==> src/pkg/exec_unit_regs.vh <==
// Opcodes, field positions and cycle counts of the branch and load unit.
// Holds definitions only; included by bare name from the branch and load unit's design file.
`ifndef EXEC_UNIT_REGS_VH
`define EXEC_UNIT_REGS_VH

// Low-nibble opcodes; the high nibble is a register or condition field
`define NIB_BRANCH      4'hb
`define NIB_LD_IMM      4'hc
`define NIB_LD_RSRC     4'h8
`define NIB_LD_RDST     4'h9

// Full-byte opcodes of the general load and the bit load
`define OP_LD_IND_SRC   8'hc7
`define OP_LD_IND_DST   8'hd7
`define OP_LD_RR        8'he4
`define OP_LD_R_IR      8'he5
`define OP_LD_R_IM      8'he6
`define OP_LD_IR_IM     8'hd6
`define OP_LD_IR_R      8'hf5
`define OP_LD_X_SRC     8'h87
`define OP_LD_X_DST     8'h97
`define OP_BLD          8'h47

// Memory load opcodes
`define OP_MLD_IND      8'hc3
`define OP_MST_IND      8'hd3
`define OP_MLD_XS       8'he7
`define OP_MST_XS       8'hf7
`define OP_MLD_XL       8'ha7
`define OP_MST_XL       8'hb7
`define OP_MLD_DEC      8'he2

// Second-byte fields of the bit load
`define BLD_DIR_BIT     0
`define BLD_IDX_HI      3
`define BLD_IDX_LO      1

// Pair field upper bits that mean direct addressing in the long forms
`define PAIR_DIRECT     3'h0

// Pair decrement addend (minus one, modulo 16 bits)
`define PAIR_MINUS_ONE  16'hffff

// Instruction lengths in clock cycles
`define CYC_SHORT       4'h4
`define CYC_LONG        4'h6
`define CYC_BRANCH      4'h6
`define CYC_MEM_IND     4'ha
`define CYC_MEM_XS      4'hc
`define CYC_MEM_XL      4'he
`define CYC_MEM_DEC     4'ha

// Reset value of the program counter
`define PC_RESET        16'h0000

`endif

==> src/verilog/bit_splice.v <==
// Replaces one bit of a byte, leaving the other seven untouched.
// Pure combinational; the caller registers the result.
`timescale 1ns/1ns
module bit_splice (
	input  wire [7:0] base_in,
	input  wire       bit_in,
	input  wire [2:0] idx_in,
	output wire [7:0] merged_out
);
	wire [7:0] sel_mask;

	assign sel_mask   = 8'h01 << idx_in;
	assign merged_out = (base_in & ~sel_mask) | ({8{bit_in}} & sel_mask);
endmodule

==> src/verilog/offset_adder16.v <==
// Sixteen-bit address adder that wraps modulo the address space.
// Pure combinational; operands are already extended by the caller.
`timescale 1ns/1ns
module offset_adder16 (
	input  wire [15:0] base_in,
	input  wire [15:0] offset_in,
	output wire [15:0] sum_out
);
	assign sum_out = base_in + offset_in;
endmodule

==> src/verilog/branch_and_load_exec_unit.v <==
// Decode and execute for relative branch, general, bit and memory loads.
// Assumes a byte fetch stream, a register file read combinationally
// at reg_addr_out, and memories returning data the cycle after a read.
//
// Notes on behaviour
// [RQ1] Taken branch adds displacement; six cycles
// [RQ2] Displacement is signed, -128 to +127
// [RQ3] Branch base is address after branch
// [RQ4] Branch is two bytes, condition high nibble
// [RQ5] General load copies source, source unchanged
// [RQ6] Short loads: register in opcode high nibble
// [RQ7] Bit load moves one bit either way
// [RQ8] Other destination bits and source kept
// [RQ9] Second byte: register, bit index, direction
// [RQ10] Memory load moves byte; indirect ten cycles
// [RQ11] Pair LSB: even program, odd data
// [RQ12] Short index: three bytes, twelve cycles
// [RQ13] Long index: four bytes, low offset first
// [RQ14] Long forms: pair 0000/0001 mean direct
// [RQ15] Direct: 0000 program, 0001 data memory
// [RQ16] No program stores on masked ROM
// [RQ17] Post-decrement load: read, pair minus one
// [RQ18] Flag register never modified
// [RQ19] Displacement sign-extended, sum wraps 16 bits
// [RQ20] Pair decrement borrows into high byte
`timescale 1ns/1ns
`include "exec_unit_regs.vh"
module branch_and_load_exec_unit (
	input  wire        clk_in,
	input  wire        rstn_in,
	input  wire [7:0]  fetch_byte_in,
	input  wire        fetch_valid_in,
	output wire        fetch_take_out,
	output wire [15:0] pc_out,
	output wire        pc_load_out,
	output wire [3:0]  cond_code_out,
	input  wire        cond_true_in,
	input  wire [7:0]  wreg_base_in,
	output wire [7:0]  reg_addr_out,
	input  wire [7:0]  reg_rdata_in,
	output wire        reg_we_out,
	output wire [7:0]  reg_wdata_out,
	output wire [15:0] mem_addr_out,
	output wire        mem_data_space_out,
	output wire        mem_rd_out,
	output wire        mem_wr_out,
	output wire [7:0]  mem_wdata_out,
	input  wire [7:0]  mem_rdata_in,
	input  wire        rom_masked_in,
	output wire        done_out,
	output wire        illegal_out
);
	localparam ST_OP   = 7'h01;
	localparam ST_OPND = 7'h02;
	localparam ST_RD   = 7'h04;
	localparam ST_MEM  = 7'h08;
	localparam ST_MDAT = 7'h10;
	localparam ST_WR   = 7'h20;
	localparam ST_PAD  = 7'h40;

	reg  [6:0]  state_ff;
	reg  [7:0]  op_ff;
	reg  [7:0]  b1_ff;
	reg  [7:0]  b2_ff;
	reg  [7:0]  b3_ff;
	reg  [1:0]  bcnt_ff;
	reg  [3:0]  cyc_ff;
	reg  [1:0]  rd_idx_ff;
	reg  [1:0]  wr_idx_ff;
	reg  [7:0]  v0_ff;
	reg  [7:0]  v1_ff;
	reg  [7:0]  v2_ff;
	reg  [7:0]  mdat_ff;
	reg         jr_pend_ff;
	reg         rom_s1_ff;
	reg         rom_s2_ff;
	reg         take_ff;
	reg  [15:0] pc_ff;
	reg         pc_load_ff;
	reg  [3:0]  cnd_ff;
	reg  [7:0]  reg_addr_ff;
	reg         reg_we_ff;
	reg  [7:0]  reg_wdata_ff;
	reg  [15:0] mem_addr_ff;
	reg         mem_space_ff;
	reg         mem_rd_ff;
	reg         mem_wr_ff;
	reg  [7:0]  mem_wdata_ff;
	reg         done_ff;
	reg         illegal_ff;

	wire        taken;
	wire [7:0]  dop;
	wire [7:0]  bb1;
	wire [7:0]  bb2;
	wire [7:0]  bb3;
	wire [7:0]  vv0;
	wire [7:0]  vv1;
	wire [7:0]  vv2;
	wire [7:0]  md;
	wire [1:0]  rsel;
	wire [1:0]  wsel;
	wire        op_last;
	wire        is_dec;
	wire        is_long;
	wire        is_direct;
	wire [15:0] pair;
	wire [15:0] disp_ext;
	wire [15:0] mem_off;
	wire [15:0] add_sum;
	wire [15:0] dec_sum;
	wire [7:0]  splice_base;
	wire        splice_bit;
	wire [2:0]  splice_idx;
	wire [7:0]  spliced;
	wire        store_blocked;

	reg  [2:0]  d_nb;
	reg  [3:0]  d_cyc;
	reg  [1:0]  d_rdn;
	reg  [1:0]  d_wrn;
	reg         d_mem;
	reg         d_ld;
	reg         d_jr;
	reg  [7:0]  rd_addr;
	reg  [7:0]  wr_addr;
	reg  [7:0]  wr_data;

	function [7:0] wreg;
		input [3:0] num;
		wreg = {wreg_base_in[7:4], num};
	endfunction

	////////////////////////////////////////////////////////////////////
	// Live operand views: bytes and reads arriving in this very cycle
	assign taken   = take_ff & fetch_valid_in;
	assign dop     = (state_ff == ST_OP) ? fetch_byte_in : op_ff;
	assign op_last = ({1'b0, bcnt_ff} + 3'h2) == d_nb;
	assign bb1 = (state_ff == ST_OPND && bcnt_ff == 2'h0) ?
		fetch_byte_in : b1_ff;
	assign bb2 = (state_ff == ST_OPND && bcnt_ff == 2'h1) ?
		fetch_byte_in : b2_ff;
	assign bb3 = (state_ff == ST_OPND && bcnt_ff == 2'h2) ?
		fetch_byte_in : b3_ff;
	assign vv0 = (state_ff == ST_RD && rd_idx_ff == 2'h0) ?
		reg_rdata_in : v0_ff;
	assign vv1 = (state_ff == ST_RD && rd_idx_ff == 2'h1) ?
		reg_rdata_in : v1_ff;
	assign vv2 = (state_ff == ST_RD && rd_idx_ff == 2'h2) ?
		reg_rdata_in : v2_ff;
	assign md   = (state_ff == ST_MDAT) ? mem_rdata_in : mdat_ff;
	assign rsel = (state_ff == ST_RD) ? rd_idx_ff + 2'h1 : 2'h0;
	assign wsel = (state_ff == ST_WR) ? wr_idx_ff + 2'h1 : 2'h0;

	////////////////////////////////////////////////////////////////////
	// Address arithmetic
	assign is_dec    = op_ff == `OP_MLD_DEC;
	assign is_long   = op_ff == `OP_MLD_XL || op_ff == `OP_MST_XL;
	assign is_direct = is_long && b1_ff[3:1] == `PAIR_DIRECT; // RQ14
	assign pair      = {v0_ff, v1_ff};
	assign disp_ext  = {{8{b1_ff[7]}}, b1_ff}; // RQ2 RQ19
	assign mem_off   = is_long ? {b3_ff, b2_ff} : // RQ13
		(op_ff == `OP_MLD_XS || op_ff == `OP_MST_XS) ?
		{8'h00, b2_ff} : 16'h0000; // RQ12

	offset_adder16 u_addr_add (
		.base_in   (jr_pend_ff ? pc_ff : pair),
		.offset_in (jr_pend_ff ? disp_ext : mem_off),
		.sum_out   (add_sum)
	);

	offset_adder16 u_pair_dec (
		.base_in   (pair),
		.offset_in (`PAIR_MINUS_ONE),
		.sum_out   (dec_sum)
	);

	// Bit load: direction 0 fills bit 0, direction 1 fills bit b
	assign splice_base = bb1[`BLD_DIR_BIT] ? vv1 : vv0; // RQ8
	assign splice_bit  = bb1[`BLD_DIR_BIT] ? vv0[0] :
		vv1[bb1[`BLD_IDX_HI:`BLD_IDX_LO]]; // RQ7
	assign splice_idx  = bb1[`BLD_DIR_BIT] ?
		bb1[`BLD_IDX_HI:`BLD_IDX_LO] : 3'h0; // RQ9

	bit_splice u_splice (
		.base_in    (splice_base),
		.bit_in     (splice_bit),
		.idx_in     (splice_idx),
		.merged_out (spliced)
	);

	assign store_blocked = rom_s2_ff & ~b1_ff[0]; // RQ16

	////////////////////////////////////////////////////////////////////
	// Opcode decode: length, cycles, register reads and writes
	always @* begin
		d_nb  = 3'h1;
		d_cyc = `CYC_SHORT;
		d_rdn = 2'h0;
		d_wrn = 2'h1;
		d_mem = 1'b0;
		d_ld  = 1'b0;
		d_jr  = 1'b0;
		case (dop[3:0])
		`NIB_BRANCH: begin
			d_nb  = 3'h2; // RQ4
			d_cyc = `CYC_BRANCH; // RQ1
			d_wrn = 2'h0;
			d_jr  = 1'b1;
		end
		`NIB_LD_IMM: d_nb = 3'h2; // RQ6
		`NIB_LD_RSRC, `NIB_LD_RDST: begin
			d_nb  = 3'h2; // RQ6
			d_rdn = 2'h1;
		end
		default: begin
			case (dop)
			`OP_LD_IND_SRC, `OP_LD_IND_DST: begin
				d_nb  = 3'h2;
				d_rdn = 2'h2;
			end
			`OP_LD_RR, `OP_LD_IR_IM: begin
				d_nb  = 3'h3;
				d_cyc = `CYC_LONG;
				d_rdn = 2'h1;
			end
			`OP_LD_R_IR, `OP_LD_IR_R, `OP_LD_X_SRC, `OP_LD_X_DST,
			`OP_BLD: begin
				d_nb  = 3'h3; // RQ5
				d_cyc = `CYC_LONG;
				d_rdn = 2'h2;
			end
			`OP_LD_R_IM: begin
				d_nb  = 3'h3;
				d_cyc = `CYC_LONG;
			end
			`OP_MLD_IND, `OP_MST_IND, `OP_MLD_DEC: begin
				d_nb  = 3'h2;
				d_cyc = `CYC_MEM_IND; // RQ10 RQ17
				d_rdn = 2'h3;
				d_mem = 1'b1;
			end
			`OP_MLD_XS, `OP_MST_XS: begin
				d_nb  = 3'h3;
				d_cyc = `CYC_MEM_XS; // RQ12
				d_rdn = 2'h3;
				d_mem = 1'b1;
			end
			`OP_MLD_XL, `OP_MST_XL: begin
				d_nb  = 3'h4;
				d_cyc = `CYC_MEM_XL; // RQ13
				d_rdn = 2'h3;
				d_mem = 1'b1;
			end
			default: d_wrn = 2'h0;
			endcase
			d_ld = dop == `OP_MLD_IND || dop == `OP_MLD_XS ||
				dop == `OP_MLD_XL || dop == `OP_MLD_DEC;
			if (d_mem) begin
				d_wrn = d_ld ? ((dop == `OP_MLD_DEC) ? 2'h3 : 2'h1) :
					2'h0;
			end
		end
		endcase
	end

	////////////////////////////////////////////////////////////////////
	// Register read address for slot rsel
	always @* begin
		rd_addr = 8'h00;
		case (op_ff)
		`OP_LD_IND_SRC: rd_addr = (rsel == 2'h0) ? wreg(bb1[3:0]) : vv0;
		`OP_LD_IND_DST: rd_addr = (rsel == 2'h0) ?
			wreg(bb1[7:4]) : wreg(bb1[3:0]);
		`OP_LD_RR, `OP_LD_R_IR: rd_addr = (rsel == 2'h0) ? bb1 : vv0;
		`OP_LD_IR_IM: rd_addr = bb1;
		`OP_LD_IR_R: rd_addr = (rsel == 2'h0) ? bb1 : bb2;
		`OP_LD_X_SRC: rd_addr = (rsel == 2'h0) ?
			wreg(bb1[3:0]) : bb2 + vv0;
		`OP_LD_X_DST: rd_addr = (rsel == 2'h0) ?
			wreg(bb1[3:0]) : wreg(bb1[7:4]);
		`OP_BLD: rd_addr = (rsel == 2'h0) ? wreg(bb1[7:4]) : bb2;
		`OP_MLD_IND, `OP_MST_IND, `OP_MLD_XS, `OP_MST_XS, `OP_MLD_XL,
		`OP_MST_XL, `OP_MLD_DEC: begin
			rd_addr = (rsel == 2'h0) ? wreg({bb1[3:1], 1'b0}) :
				(rsel == 2'h1) ? wreg({bb1[3:1], 1'b1}) :
				wreg(bb1[7:4]);
		end
		default: begin
			if (op_ff[3:0] == `NIB_LD_RSRC)
				rd_addr = bb1;
			else
				rd_addr = wreg(op_ff[7:4]);
		end
		endcase
	end

	////////////////////////////////////////////////////////////////////
	// Register write address and data for slot wsel; only the register
	// port, the memory port and the PC are ever written, never the flags
	always @* begin
		wr_addr = bb1; // RQ18
		wr_data = vv0;
		case (op_ff)
		`OP_LD_IND_SRC, `OP_LD_X_SRC: begin
			wr_addr = wreg(bb1[7:4]);
			wr_data = vv1;
		end
		`OP_LD_IND_DST: begin
			wr_addr = vv0;
			wr_data = vv1;
		end
		`OP_LD_RR: wr_addr = bb2;
		`OP_LD_R_IR: begin
			wr_addr = bb2;
			wr_data = vv1;
		end
		`OP_LD_R_IM: wr_data = bb2;
		`OP_LD_IR_IM: begin
			wr_addr = vv0;
			wr_data = bb2;
		end
		`OP_LD_IR_R: wr_addr = vv1;
		`OP_LD_X_DST: begin
			wr_addr = bb2 + vv0;
			wr_data = vv1;
		end
		`OP_BLD: begin
			wr_addr = bb1[`BLD_DIR_BIT] ? bb2 : wreg(bb1[7:4]);
			wr_data = spliced; // RQ7
		end
		`OP_MLD_IND, `OP_MLD_XS, `OP_MLD_XL, `OP_MLD_DEC: begin
			wr_addr = (wsel == 2'h0) ? wreg(bb1[7:4]) :
				wreg({bb1[3:1], wsel == 2'h2 ? 1'b0 : 1'b1});
			wr_data = (wsel == 2'h0) ? md : (wsel == 2'h1) ?
				dec_sum[7:0] : dec_sum[15:8]; // RQ17 RQ20
		end
		default: begin
			if (op_ff[3:0] == `NIB_LD_IMM) begin
				wr_addr = wreg(op_ff[7:4]);
				wr_data = bb1;
			end else if (op_ff[3:0] == `NIB_LD_RSRC) begin
				wr_addr = wreg(op_ff[7:4]);
			end
		end
		endcase
	end

	////////////////////////////////////////////////////////////////////
	// Strap synchroniser for the masked-ROM level
	always @(posedge clk_in or negedge rstn_in) begin
		if (!rstn_in) begin
			rom_s1_ff <= 1'b0;
			rom_s2_ff <= 1'b0;
		end else begin
			rom_s1_ff <= rom_masked_in;
			rom_s2_ff <= rom_s1_ff;
		end
	end

	////////////////////////////////////////////////////////////////////
	// Sequencer
	always @(posedge clk_in or negedge rstn_in) begin
		if (!rstn_in) begin
			state_ff     <= ST_OP;
			op_ff        <= 8'h00;
			b1_ff        <= 8'h00;
			b2_ff        <= 8'h00;
			b3_ff        <= 8'h00;
			bcnt_ff      <= 2'h0;
			cyc_ff       <= 4'h0;
			rd_idx_ff    <= 2'h0;
			wr_idx_ff    <= 2'h0;
			v0_ff        <= 8'h00;
			v1_ff        <= 8'h00;
			v2_ff        <= 8'h00;
			mdat_ff      <= 8'h00;
			jr_pend_ff   <= 1'b0;
			take_ff      <= 1'b1;
			pc_ff        <= `PC_RESET;
			pc_load_ff   <= 1'b0;
			cnd_ff       <= 4'h0;
			reg_addr_ff  <= 8'h00;
			reg_we_ff    <= 1'b0;
			reg_wdata_ff <= 8'h00;
			mem_addr_ff  <= 16'h0000;
			mem_space_ff <= 1'b0;
			mem_rd_ff    <= 1'b0;
			mem_wr_ff    <= 1'b0;
			mem_wdata_ff <= 8'h00;
			done_ff      <= 1'b0;
			illegal_ff   <= 1'b0;
		end else begin
			pc_load_ff <= 1'b0;
			done_ff    <= 1'b0;
			illegal_ff <= 1'b0;
			mem_rd_ff  <= 1'b0;
			mem_wr_ff  <= 1'b0;
			if (state_ff != ST_OP && cyc_ff != 4'hf)
				cyc_ff <= cyc_ff + 4'h1;
			if (taken)
				pc_ff <= pc_ff + 16'h0001; // RQ3
			case (state_ff)
			ST_OP: begin
				if (taken) begin
					op_ff   <= fetch_byte_in;
					cnd_ff  <= fetch_byte_in[7:4]; // RQ4
					cyc_ff  <= 4'h1;
					bcnt_ff <= 2'h0;
					if (d_nb == 3'h1) begin
						take_ff    <= 1'b0;
						illegal_ff <= 1'b1;
						state_ff   <= ST_PAD;
					end else begin
						state_ff <= ST_OPND;
					end
				end
			end
			ST_OPND: begin
				if (taken) begin
					bcnt_ff <= bcnt_ff + 2'h1;
					if (bcnt_ff == 2'h0)
						b1_ff <= fetch_byte_in;
					if (bcnt_ff == 2'h1)
						b2_ff <= fetch_byte_in;
					if (bcnt_ff == 2'h2)
						b3_ff <= fetch_byte_in;
					if (op_last) begin
						take_ff   <= 1'b0;
						rd_idx_ff <= 2'h0;
						wr_idx_ff <= 2'h0;
						if (d_jr) begin
							jr_pend_ff <= 1'b1;
							state_ff   <= ST_PAD;
						end else if (d_rdn != 2'h0) begin
							reg_addr_ff <= rd_addr;
							state_ff    <= ST_RD;
						end else begin
							reg_addr_ff  <= wr_addr;
							reg_wdata_ff <= wr_data;
							reg_we_ff    <= 1'b1;
							state_ff     <= ST_WR;
						end
					end
				end
			end
			ST_RD: begin
				if (rd_idx_ff == 2'h0)
					v0_ff <= reg_rdata_in;
				if (rd_idx_ff == 2'h1)
					v1_ff <= reg_rdata_in;
				if (rd_idx_ff == 2'h2)
					v2_ff <= reg_rdata_in;
				if (rd_idx_ff + 2'h1 != d_rdn) begin
					rd_idx_ff   <= rd_idx_ff + 2'h1;
					reg_addr_ff <= rd_addr;
				end else if (d_mem) begin
					mem_addr_ff  <= is_direct ? {b3_ff, b2_ff} :
						add_sum; // RQ15
					mem_space_ff <= b1_ff[0]; // RQ11 RQ15
					mem_rd_ff    <= d_ld; // RQ10
					mem_wr_ff    <= ~d_ld & ~store_blocked; // RQ16
					illegal_ff   <= ~d_ld & store_blocked;
					mem_wdata_ff <= vv2;
					state_ff     <= ST_MEM;
				end else begin
					reg_addr_ff  <= wr_addr;
					reg_wdata_ff <= wr_data;
					reg_we_ff    <= 1'b1;
					state_ff     <= ST_WR;
				end
			end
			ST_MEM: state_ff <= ST_MDAT;
			ST_MDAT: begin
				mdat_ff <= mem_rdata_in;
				if (d_wrn != 2'h0) begin
					reg_addr_ff  <= wr_addr;
					reg_wdata_ff <= wr_data;
					reg_we_ff    <= 1'b1;
					state_ff     <= ST_WR;
				end else begin
					state_ff <= ST_PAD;
				end
			end
			ST_WR: begin
				if (wr_idx_ff + 2'h1 != d_wrn) begin
					wr_idx_ff    <= wr_idx_ff + 2'h1;
					reg_addr_ff  <= wr_addr;
					reg_wdata_ff <= wr_data;
				end else begin
					reg_we_ff <= 1'b0;
					if (cyc_ff >= d_cyc - 4'h1) begin // RQ17
						take_ff  <= 1'b1;
						done_ff  <= 1'b1;
						state_ff <= ST_OP;
					end else begin
						state_ff <= ST_PAD;
					end
				end
			end
			ST_PAD: begin
				if (jr_pend_ff) begin
					jr_pend_ff <= 1'b0;
					if (cond_true_in) begin
						pc_ff      <= add_sum; // RQ1 RQ19
						pc_load_ff <= 1'b1;
					end
				end else if (cyc_ff >= d_cyc - 4'h1) begin
					take_ff  <= 1'b1;
					done_ff  <= 1'b1;
					state_ff <= ST_OP;
				end
			end
			default: state_ff <= ST_OP;
			endcase
		end
	end

	assign fetch_take_out     = take_ff;
	assign pc_out             = pc_ff;
	assign pc_load_out        = pc_load_ff;
	assign cond_code_out      = cnd_ff;
	assign reg_addr_out       = reg_addr_ff;
	assign reg_we_out         = reg_we_ff;
	assign reg_wdata_out      = reg_wdata_ff;
	assign mem_addr_out       = mem_addr_ff;
	assign mem_data_space_out = mem_space_ff;
	assign mem_rd_out         = mem_rd_ff;
	assign mem_wr_out         = mem_wr_ff;
	assign mem_wdata_out      = mem_wdata_ff;
	assign done_out           = done_ff;
	assign illegal_out        = illegal_ff;
endmodule

==> config.mk <==
export PLATFORM = sky130hd
export DESIGN_NAME = branch_and_load_exec_unit
export DESIGN_NICKNAME = d
export VERILOG_FILES = /design/src/verilog/bit_splice.v /design/src/verilog/offset_adder16.v /design/src/verilog/branch_and_load_exec_unit.v
export VERILOG_INCLUDE_DIRS = /design/src /design/src/pkg
export SDC_FILE = /design/constraint.sdc
export NUM_CORES = 1
export LEC_CHECK = 0
export BUFFER_PORTS_ARGS = -buffer_cell sky130_fd_sc_hd__buf_2
export CAP_MARGIN = 20
export CORE_ASPECT_RATIO = 2
export CORE_MARGIN = 3
export CORE_UTILIZATION = 40
export DETAILED_ROUTE_END_ITERATION = 10
export RECOVER_POWER = 25
export SYNTH_ARGS = -nofsm -noshare
export SYNTH_HDL_FRONTEND = slang
export SYNTH_SLANG_ARGS = --single-unit
==> constraint.sdc <==
create_clock -name clk_in -period 5.35 [get_ports clk_in]
set_input_delay 0.8025 -clock clk_in [delete_from_list [all_inputs] [get_ports clk_in]]
set_output_delay 0.8025 -clock clk_in [all_outputs]
set_load 0.1 [all_outputs]
==> metrics.txt, run 1 <==
status finished with violations; failing checks max-capacitance violations, max-slew violations; clock-pin slew of the registers on the worst-case setup and hold paths 60 ps; worst r2r src op_ff[1]; power density over the cells 197.4 nW/um2; Crit path arrival time 4980 ps; setup repair after global routing missed its margin no; placeable core region 28410 um2; slowest stage cell, crit path sky130_fd_sc_hd__o41ai_1; post-synthesis share of cell area spent on xor and xnor gates 3.990%; share of the synthesized area in the top cell type 31.40%; number of antenna repair diodes 0; Num CTS Buffers 17; total of hold buffers inserted after clock tree synthesis 0; Antenna Nets Post-Route 0; FMAX ~0.21 GHz; insertion delay of the later-clocked pin in the worst-skew pair 450 ps; count of mapped cells out of synthesis roughly 1400; Post CTS Setup Buffer Count 0; distinct cell type count after synthesis 95; Critical Path Sink Type register; number of DRC violations after detailed-routing iteration 0 803; count of standard-cell rows 87; worst-margin pin slew 4001 ps; warnings from Yosys 0; compound-cell area share of the yosys netlist 20.71%; Final Hold Vio Count 0; drt via density between 6 and 7; total gr overflow 0; Top FF cell, synth sky130_fd_sc_hd__dfrtp_1; Min-Delay Path Class register to register; register bit total from synthesis 148; I/O pins 105; Pleak 6.108 nW; Worst Reg-to-Reg Cells 15; total number of vias 11160; number of buffers on the longest clock path 2; WHS Endpoint rom_s2_ff; horizontal die dimension 126.6 um; average size of a mapped cell 8.612 um2; worst r2r dst pc_out[14]; startpoint type of the worst setup path register; post-route DRC violation count 0; maximum number of pins on one net before global-route repair 69; power dissipated by switching net loads 0.0006540 W; TritonCTS clock tree done; post-synthesis cell type with the largest combined area sky130_fd_sc_hd__dfrtp_1; Post-Synth Adder-Cell Area 4.108%; Max IR drop VDD 0.2149 mV; DPL Wire Length 34960 um; final count of pins violating max slew roughly 70; fraction of registers with async set or reset after synthesis 100.0%; delay of the slowest cell on the worst path 530 ps; post-synthesis mux area share 13.50%; final cell count without fillers 1798; post-synth design cell area roughly 12000 um2; die area approximately 31000 um2; sink count of the clock tree about 150; chip height 247.2 um; root buffer cell sky130_fd_sc_hd__clkbuf_16; post-synth net total 1425; register area share after synthesis 31.85%; part of the power in registers 44.1%; main combinational cell family by area after synthesis simple AND/OR/NAND/NOR gates; number of flops mapped to enable cells by yosys 0; clock power share just under 50%; combinational group share of total power 7.5%; Post-Route Hold Slack roughly 360 ps; count of input and output buffers 100; CP Cell Sequence and4b_1, and3_1, and2_1, a22o_1, ha_1, fa_1, a21o_1, a21oi_1, nor2b_1, o41a_1, a41o_1, o41ai_1, o21ai_0, xnor2_1, a21oi_1; CP required between 5000 and 6000 ps; post-layout util 46.24%; post-layout instance area 13140 um2; Net Sw Frac 25.22%; simple logic cell fraction of the synthesized area 21.20%; # Max-Cap Violations 1; CTS resizes 0; r2r setup slk between 600 and 700 ps; shortest clock period the worst path allows after layout 4706 ps; Worst Hold Launch rom_s1_ff; global-route wire length before repair 68070 um; Initial Util 40.95%; critical path peak fanout 9; worst hold path depth 0; ratio of cells with drive above 1 in the final layout 20.67%; count of final setup violators 0; area after detailed placement 12530 um2; routed wire length per instance 24.86 um; initial antenna violation count 0; worst setup path category register to register; number of placed cells counting well taps 1765; routability congestion estimate 0.9731; level count of the clock H-tree 4; drt total wl 44700 um; 1st-pass router iterations 5; post-route clock skew 7.644 ps; overall routing resource usage 28.63%; Max-slew headroom -166.7%; number of nets in the layout 1503; cell-internal power 0.001939 W; biggest area contributors in the synthesized netlist sky130_fd_sc_hd__dfrtp_1 31%, sky130_fd_sc_hd__mux2_2 7.9%, sky130_fd_sc_hd__nand2_1 5.1%; post-route clock period utilization 87.96%; area growth from synthesis to layout 12.90%; Post-Route Setup TNS 0 ps; Critical Path Most Common Cell sky130_fd_sc_hd__a21oi_1; number of global-route vias before repair 11340
## per-stage QoR
| stage | power [W] | setup WS (ps) |
|---|---|---|
| 2_1_floorplan | 0.001261 | 1299 |
| 3_3_place_gp | 0.001357 | 534.3 |
| 3_5_place_dp | 0.001358 | 489.0 |
| 4_1_cts | 0.002620 | 687.4 |
| 5_1_grt | 0.002673 | 380.1 |
| 6_report | 0.002593 | 644.3 |
## routing by layer
| layer | share of wire, % | vias to the layer above | track usage (%) |
|---|---|---|---|
| met2 | 52 | 457 | 51.26 |
| met4 | 8.7 | 0 | 21.83 |
| met3 | 4.5 | 176 | 4.259 |
| met1 | 35 | 5388 | 29.55 |
| met5 | 0 | - | 0 |
| li1 | - | 5137 | - |
## worst max path at each step
stage / start / endpoint / slack [ps]
3_5_place_dp: fetch_byte_in[7] / reg_wdata_out[1] / 490
2_1_floorplan: state_ff[0] / reg_wdata_out[0] / 1300
5_1_grt: rstn_in / pc_out[7] / 380
4_1_cts: op_ff[1] / pc_out[14] / 690
3_3_place_gp: fetch_byte_in[7] / reg_wdata_out[5] / 530
6_report: op_ff[1] / pc_out[14] / 640
## power by group through the flow
stage	logic [W]	clock network, W	registers [W]
floorplan	0.000103	0	0.00116
global placement	0.000193	0	0.00116
detailed placement	0.000194	0	0.00116
CTS	0.000195	0.00128	0.00114
global route	0.000213	0.00132	0.00114
finish	0.000194	0.00125	0.00114
## state kept, by name, summed over array words and instances (netlist names), 2 cells and up
signal and flops:
b2_ff 8, mdat_ff 8, v0_ff 8, pc_out 16, state_ff 7, wr_idx_ff 2
rd_idx_ff 2, v1_ff 8, op_ff 8, mem_wdata_out 8, mem_addr_out 16, reg_addr_out 8
b1_ff 8, v2_ff 8, reg_wdata_out 8, b3_ff 8, cyc_ff 4, bcnt_ff 2
## Yosys cell counts (33+ instances only)
library cell and n:
sky130_fd_sc_hd__a21oi_1 81, sky130_fd_sc_hd__clkbuf_1 59, sky130_fd_sc_hd__dfrtp_1 146, sky130_fd_sc_hd__ha_1 35, sky130_fd_sc_hd__inv_1 42, sky130_fd_sc_hd__mux2_2 82
sky130_fd_sc_hd__mux2i_1 53, sky130_fd_sc_hd__nand2_1 159, sky130_fd_sc_hd__nand3_1 40, sky130_fd_sc_hd__nor2_1 99, sky130_fd_sc_hd__nor3_1 35, sky130_fd_sc_hd__o211ai_1 33
sky130_fd_sc_hd__o21ai_0 78, sky130_fd_sc_hd__xnor2_1 36
## area by class of cell
| cell class | instances | area (um2) |
|---|---|---|
| clock inverters | 9 | 117.6 |
| fillers | 2823 | 15270 |
| well taps | 356 | 445.4 |
| multi-input cells | 1076 | 7395 |
| inverters | 42 | 157.7 |
| flip-flops and latches | 148 | 3706 |
| repair buffers | 144 | 827.0 |
| clock buffers | 23 | 488.0 |
## placed cells by master, fill, tap and decap left out, types with 36 or more instances in the layout
| cell | Yosys | layout |
|---|---|---|
| sky130_fd_sc_hd__xnor2_1 | 36 | 36 |
| sky130_fd_sc_hd__a21oi_1 | 81 | 81 |
| sky130_fd_sc_hd__nand2_1 | 159 | 159 |
| sky130_fd_sc_hd__dfrtp_1 | 146 | 146 |
| sky130_fd_sc_hd__buf_4 | 5 | 43 |
| sky130_fd_sc_hd__nor2_1 | 99 | 99 |
| sky130_fd_sc_hd__mux2_2 | 82 | 82 |
| sky130_fd_sc_hd__o21ai_0 | 78 | 78 |
| sky130_fd_sc_hd__mux2i_1 | 53 | 53 |
| sky130_fd_sc_hd__buf_2 | 5 | 99 |
| sky130_fd_sc_hd__inv_1 | 42 | 42 |
| sky130_fd_sc_hd__nand3_1 | 40 | 40 |
## worst max-delay path: cells and delay by family (launching register included)
family | cells | cell delay (ps)
AND/OR/NAND/NOR | 4 | 980
flip-flops | 1 | 380
AO/OA/AOI/OAI | 8 | 2310
XOR/XNOR | 1 | 230
adder cells (fa/ha/maj) | 2 | 630
## cell families (layout without fill, tap and decap cells)
group,after synthesis,in the layout
AO/OA/AOI/OAI,361,361
multiplexers,143,143
AND/OR/NAND/NOR,482,482
buffers and inverters,127,218
XOR/XNOR,53,53
flip-flops,148,148
adder cells (fa/ha/maj),37,37
(Power assumes the default switching activity.)
==> run 2: changes to the inputs <==
--- a/config.mk
+++ b/config.mk
@@ -12,4 +12,6 @@
 export CORE_MARGIN = 3
-export CORE_UTILIZATION = 40
+export CORE_UTILIZATION = 61
 export DETAILED_ROUTE_END_ITERATION = 10
+export HOLD_SLACK_MARGIN = 0.03
+export PLACE_DENSITY = 0.81
 export RECOVER_POWER = 25
--- a/constraint.sdc
+++ b/constraint.sdc
@@ -3,2 +3,2 @@
 set_output_delay 0.8025 -clock clk_in [all_outputs]
-set_load 0.1 [all_outputs]
+set_load 0.01 [all_outputs]
==> run 2 against run 1 <==
Effect of this change:
- the flow still finishes with violations (max-capacitance violations, max-slew violations)
- global-route usage up 13 points
- final area is 0.98% lower
- clock-buffer cell count is 5 lower
- total power is 0.45% lower
- via count rose by 3.7%
- flip-flop and latch count is the same
- clock power about the same
- sequential power about the same
- combinational power increased by 3%
- first-iteration DRC count up 50%
- worst setup slack lost 42 ps
- critical endpoint is now reg_addr_out[3]
==> metrics.txt, run 2 (synthesis results as in run 1) <==
combinational group share of total power 7.7%; Num CTS Buffers 17; drt via density 6.840; worst r2r src bcnt_ff[1]; final cell count without fillers 1692; GR Util met1 a little over two fifths; post-route clock period utilization between 80% and 90%; setup repair after global routing missed its margin no; Antenna Nets Post-Route 0; Worst Hold Launch rom_s1_ff; clock-pin slew of the registers on the worst-case setup and hold paths around 70 ps; die area 20870 um2; total number of vias 11570; Worst Reg-to-Reg Cells 17; maximum number of pins on one net before global-route repair approximately 100; power density over the cells 198.5 nW/um2; overall routing resource usage about two fifths; routed wire length per instance approximately 26 um; chip height 201.3 um; # Max-Cap Violations 1; gate family responsible for the most delay along the worst path compound AO/OA/AOI/OAI gates; placeable core region 18480 um2; failing checks max-capacitance violations, max-slew violations; final count of pins violating max slew 104; delay of the slowest cell on the worst path 490 ps; worst setup path category register to register; Top Usage Layer GRT met2; sink count of the clock tree 148; worst-margin pin slew 2626 ps; status finished with violations; number of buffers on the longest clock path 2; Net Sw Frac a little over a quarter; count of final setup violators 0; cell-internal power between 0.0015 and 0.002 W; Pleak 6.097 nW; count of input and output buffers 100; worst hold path depth 0; root buffer cell sky130_fd_sc_hd__clkbuf_16; initial antenna violation count 0; post-route clock skew 9.978 ps; number of nets in the layout around 1500; TritonCTS clock tree done; horizontal die dimension between 100 and 150 um; most common library cell in the layout ignoring fill and taps sky130_fd_sc_hd__nand2_1; area growth from synthesis to layout 11.80%; clock power share around 48%; Critical Path Sink Type register; total of hold buffers inserted after clock tree synthesis 0; Min-Delay Path Class register to register; number of placed cells counting well taps 1656; Post-Route Hold Slack 359.0 ps; CP Cell Sequence inv_1, ha_1, nor4bb_1, nand2_1, buf_4, mux2i_1, inv_1, ha_1, a211oi_1, o21ba_2, or3_1, o221ai_1, a21oi_1, o2111ai_1, a211oi_1, mux2i_1, mux2_2; CTS resizes 0; CP required 5680 ps; met3 capacity usage during global routing 6.709%; startpoint type of the worst setup path register; 1st-pass router iterations 6; Post-Route Setup TNS 0 ps; level count of the clock H-tree 4; Final Hold Vio Count 0; insertion delay of the later-clocked pin in the worst-skew pair 440 ps; Max IR drop VDD 0.1905 mV; Post CTS Setup Buffer Count 0; Max-slew headroom -75.05%; slowest stage cell, crit path sky130_fd_sc_hd__a211oi_1; ratio of cells with drive above 1 in the final layout 20.69%; total gr overflow 0; top library cells by usage in the layout, fill and taps aside 159 x sky130_fd_sc_hd__nand2_1, 146 x sky130_fd_sc_hd__dfrtp_1, 99 x sky130_fd_sc_hd__nor2_1, 99 x sky130_fd_sc_hd__buf_2, 82 x sky130_fd_sc_hd__mux2_2; routability congestion estimate about 1.1; WHS Endpoint rom_s2_ff; drt total wl 44110 um; met2 track demand over resource in global routing 71.63%; post-route DRC violation count 0; critical path peak fanout 7; count of standard-cell rows 70; global-route wire length before repair 66770 um; shortest clock period the worst path allows after layout about 4700 ps; DPL Wire Length 33440 um; Crit path arrival time 5070 ps; Initial Util 62.96%; power dissipated by switching net loads 0.0007085 W; worst r2r dst reg_addr_out[3]; number of antenna repair diodes 0; FMAX 0.2106 GHz; I/O pins 105; number of DRC violations after detailed-routing iteration 0 1206; number of global-route vias before repair 11600; total buffers and inverters traversed by the critical path 3; r2r setup slk 600 ps; part of the power in registers 44.3%
## run 2: power groups by stage
stage / combinational, W / sequential [W] / clock (W)
floorplan: 0.000103 / 0.00116 / 0
global placement: 0.000190 / 0.00116 / 0
detailed placement: 0.000192 / 0.00116 / 0
CTS: 0.000194 / 0.00114 / 0.00124
global route: 0.000213 / 0.00114 / 0.00130
finish: 0.000199 / 0.00114 / 0.00124
## run 2: stage by stage
step	power (W)	util (%)	area, um2	worst slack, ps
3_5_place_dp	0.001356	66.91	12370	590.4
2_1_floorplan	0.001261	-	11630	1299
3_3_place_gp	0.001353	66.91	12370	670.7
4_1_cts	0.002574	70.18	12970	691.7
5_1_grt	0.002658	70.39	13010	234.0
6_report	0.002581	70.39	13010	602.0
## run 2: layout make-up
| class | instances | area [um2] |
|---|---|---|
| Multi-Input combinational cell | 1076 | 7390 |
| Tap cell | 252 | 315.3 |
| Fill cell | 1497 | 5473 |
| Clock inverter | 14 | 163.9 |
| Sequential cell | 148 | 3706 |
| Inverter | 42 | 157.7 |
| Timing Repair Buffer | 142 | 835.8 |
| Clock buffer | 18 | 439.2 |
## run 2: how the worst max path moves through the flow
stage | start | endpoint | slack [ps] | cells after the start
3_3_place_gp | fetch_byte_in[7] | reg_wdata_out[5] | 670 | 17
5_1_grt | state_ff[0] | reg_wdata_out[2] | 230 | 16
4_1_cts | bcnt_ff[1] | reg_addr_out[3] | 690 | 17
6_report | bcnt_ff[1] | reg_addr_out[3] | 600 | 17
2_1_floorplan | state_ff[0] | reg_wdata_out[0] | 1300 | 14
3_5_place_dp | fetch_byte_in[7] | reg_wdata_out[1] | 590 | 17
## run 2: routing by layer
| metal | routed length, um | vias to the layer above |
|---|---|---|
| met5 | 0 | - |
| met4 | 5477 | 0 |
| met3 | 2954 | 286 |
| met2 | 21470 | 695 |
| met1 | 14210 | 5464 |
| li1 | - | 5129 |
==> run 3: changes to the inputs <==
Settings changed: ABC_AREA from default to 1, REMOVE_ABC_BUFFERS from default to 1.
==> run 3 against run 2 <==
Effect of this change:
- global-route usage is 2.9 points higher
- clock skew is 1.8 ps lower
- largest cell class unchanged
- combinational power is 39% lower
- critical path type unchanged
- cell count is 25% higher
- the run still ends with max-capacitance violations, max-slew violations left
==> metrics.txt, run 3 <==
source of the critical timing path state_ff[1]; maximum number of pins on one net before global-route repair around 100; number of buffers on the longest clock path 2; drt via density 6.251; initial antenna violation count 0; met2 track demand over resource in global routing 76.39%; count of standard-cell rows 71; worst r2r src state_ff[1]; # Max-Cap Violations 1; GR Util met1 between 40% and 50%; warnings from Yosys 0; Antenna Nets Post-Route 0; FMAX 0.2291 GHz; area after detailed placement 12490 um2; level count of the clock H-tree 4; met3 capacity usage during global routing 7.477%; CP required 5680 ps; worst-margin pin slew 2607 ps; setup repair after global routing missed its margin no; count of final setup violators 0; die area 21180 um2; total number of vias 13190; area growth from synthesis to layout 11.00%; overall routing resource usage 44.52%; TritonCTS clock tree done; Crit path arrival time 4700 ps; Top Usage Layer GRT met2; sink count of the clock tree 148; ratio of cells with drive above 1 in the final layout 13.48%; WHS Endpoint rom_s2_ff; status finished with violations; post-synth design cell area 11820 um2; fraction of registers with async set or reset after synthesis 100.0%; I/O pins between 100 and 150; post-route clock period utilization 81.60%; number of antenna repair diodes 0; drt total wl 46980 um; share of the synthesized area in the top cell type 30.91%; Top FF cell, synth sky130_fd_sc_hd__dfrtp_1; horizontal die dimension 104.4 um; register bit total from synthesis 148; post-layout instance area 13120 um2; clock-pin slew of the registers on the worst-case setup and hold paths around 70 ps; biggest area contributors in the synthesized netlist sky130_fd_sc_hd__dfrtp_1 31%, sky130_fd_sc_hd__nand2_1 16%, sky130_fd_sc_hd__o21ai_0 7.6%; top library cells by usage in the layout, fill and taps aside 517 x sky130_fd_sc_hd__nand2_1, 194 x sky130_fd_sc_hd__inv_1, 178 x sky130_fd_sc_hd__o21ai_0, 146 x sky130_fd_sc_hd__dfrtp_1, 135 x sky130_fd_sc_hd__nor2_1; placeable core region 18920 um2; Max-slew headroom -73.78%; DPL Wire Length around 36000 um; number of global-route vias before repair 13160; CTS resizes 0; shortest clock period the worst path allows after layout 4365 ps; startpoint type of the worst setup path register; Critical Path Sink Type register; critical path peak fanout 11; final count of pins violating max slew 104; Max IR drop VDD 0.1768 mV; post-route DRC violation count 0; routed wire length per instance 22.26 um; chip height 202.9 um; r2r setup slk around 980 ps; post-route clock skew 8.174 ps; total of hold buffers inserted after clock tree synthesis 0; most common library cell in the layout ignoring fill and taps sky130_fd_sc_hd__nand2_1; total gr overflow 0; insertion delay of the later-clocked pin in the worst-skew pair 440 ps; power density over the cells 194.8 nW/um2; number of flops mapped to enable cells by yosys 0; Post CTS Setup Buffer Count 0; worst hold path depth 0; number of nets in the layout about 1900; Worst Hold Launch rom_s1_ff; global-route wire length before repair 71650 um; Worst Reg-to-Reg Cells 21; count of input and output buffers 100; count leader, synth sky130_fd_sc_hd__nand2_1; Min-Delay Path Class register to register; average size of a mapped cell 6.738 um2; routability congestion estimate 1.060; distinct cell type count after synthesis 60; Initial Util 62.46%; post-synthesis cell type with the largest combined area sky130_fd_sc_hd__dfrtp_1; worst r2r dst reg_addr_out[3]; Post-Route Hold Slack 353.5 ps; Pleak around 6.9 nW; Num CTS Buffers 17; synth cell count leaders 517 x sky130_fd_sc_hd__nand2_1, 194 x sky130_fd_sc_hd__inv_1, 180 x sky130_fd_sc_hd__o21ai_0, 146 x sky130_fd_sc_hd__dfrtp_1, 135 x sky130_fd_sc_hd__nor2_1; count of mapped cells out of synthesis between 1500 and 2000; number of DRC violations after detailed-routing iteration 0 1321; root buffer cell sky130_fd_sc_hd__clkbuf_16; worst setup path category register to register; register area share after synthesis 31.36%; failing checks max-capacitance violations, max-slew violations; Post-Route Setup TNS 0 ps; 1st-pass router iterations 6; Final Hold Vio Count 0
run 3: final cells by class:
cell class              instances  area, um2
flip-flops and latches        148       3706
repair buffers                122      669.4
well taps                     255      319.1
clock buffers                  21      440.4
clock inverters                11      176.4
multi-input cells            1342       7013
inverters                     211      794.5
fillers                      1652       5803
run 3: per-layer routing:
layer / routed length (um) / part of all wire (%)
met1: 14930 / 32
met2: 22880 / 49
met3: 3443 / 7.3
met4: 5726 / 12
met5: 0 / 0
run 3: worst max-delay path, stage by stage, from the launching register on:
cell and delay, ps:
sky130_fd_sc_hd__dfrtp_1 370, sky130_fd_sc_hd__inv_2 70, sky130_fd_sc_hd__nand2_1 160, sky130_fd_sc_hd__nor3_1 310, sky130_fd_sc_hd__nand2_4 180, sky130_fd_sc_hd__inv_4 160, sky130_fd_sc_hd__nand2_1 300, sky130_fd_sc_hd__o21ai_1 410
sky130_fd_sc_hd__inv_1 210, sky130_fd_sc_hd__ha_1 390, sky130_fd_sc_hd__a21oi_1 160, sky130_fd_sc_hd__nand2_1 170, sky130_fd_sc_hd__xor2_1 260, sky130_fd_sc_hd__inv_1 60, sky130_fd_sc_hd__o21ai_0 160, sky130_fd_sc_hd__nand4_1 150
sky130_fd_sc_hd__a211oi_1 250, sky130_fd_sc_hd__nand2_1 90, sky130_fd_sc_hd__nand2_1 70, sky130_fd_sc_hd__o21ai_1 160, sky130_fd_sc_hd__nand2_1 110, sky130_fd_sc_hd__nand2_1 50
run 3: worst max-delay path by stage:
stage,depth (start not counted),to,slack (ps)
4_1_cts,23,reg_addr_out[5],1130
5_1_grt,23,reg_addr_out[6],760
3_3_place_gp,23,reg_addr_out[5],1170
6_report,21,reg_addr_out[3],980
3_5_place_dp,21,reg_addr_out[3],1160
2_1_floorplan,17,mem_addr_out[14],1620
run 3: cells by family (layout without fill, tap and decap cells):
family	count (synthesis)	count (layout)	synth area share (%)
simple gates	865	865	32.45
compound gates	384	384	18.47
buf+inv	264	365	9.306
flops	148	148	31.36
xor+xnor	42	42	3.112
fa+ha+maj	37	37	4.044
mux	14	14	1.260
run 3: power by group:
| part | internal (W) | switching, W | total (W) |
|---|---|---|---|
| combinational | 0.0000318 | 0.0000904 | 0.000122 |
| sequential | 0.00112 | 0.00000118 | 0.00112 |
| clock | 0.000785 | 0.000524 | 0.00131 |
run 3: metrics by stage:
stage | util [%] | power, W | std cells | setup WS (ps)
after floorplan | - | 0.001201 | 1701 | 1624
after detailed placement | 66.01 | 0.001263 | 2076 | 1158
after global placement | 66.01 | 0.001260 | 2076 | 1168
after CTS | 69.27 | 0.002550 | 2108 | 1129
after global routing | 69.33 | 0.002606 | 2110 | 762.1
final | 69.33 | 0.002555 | 2110 | 984.6
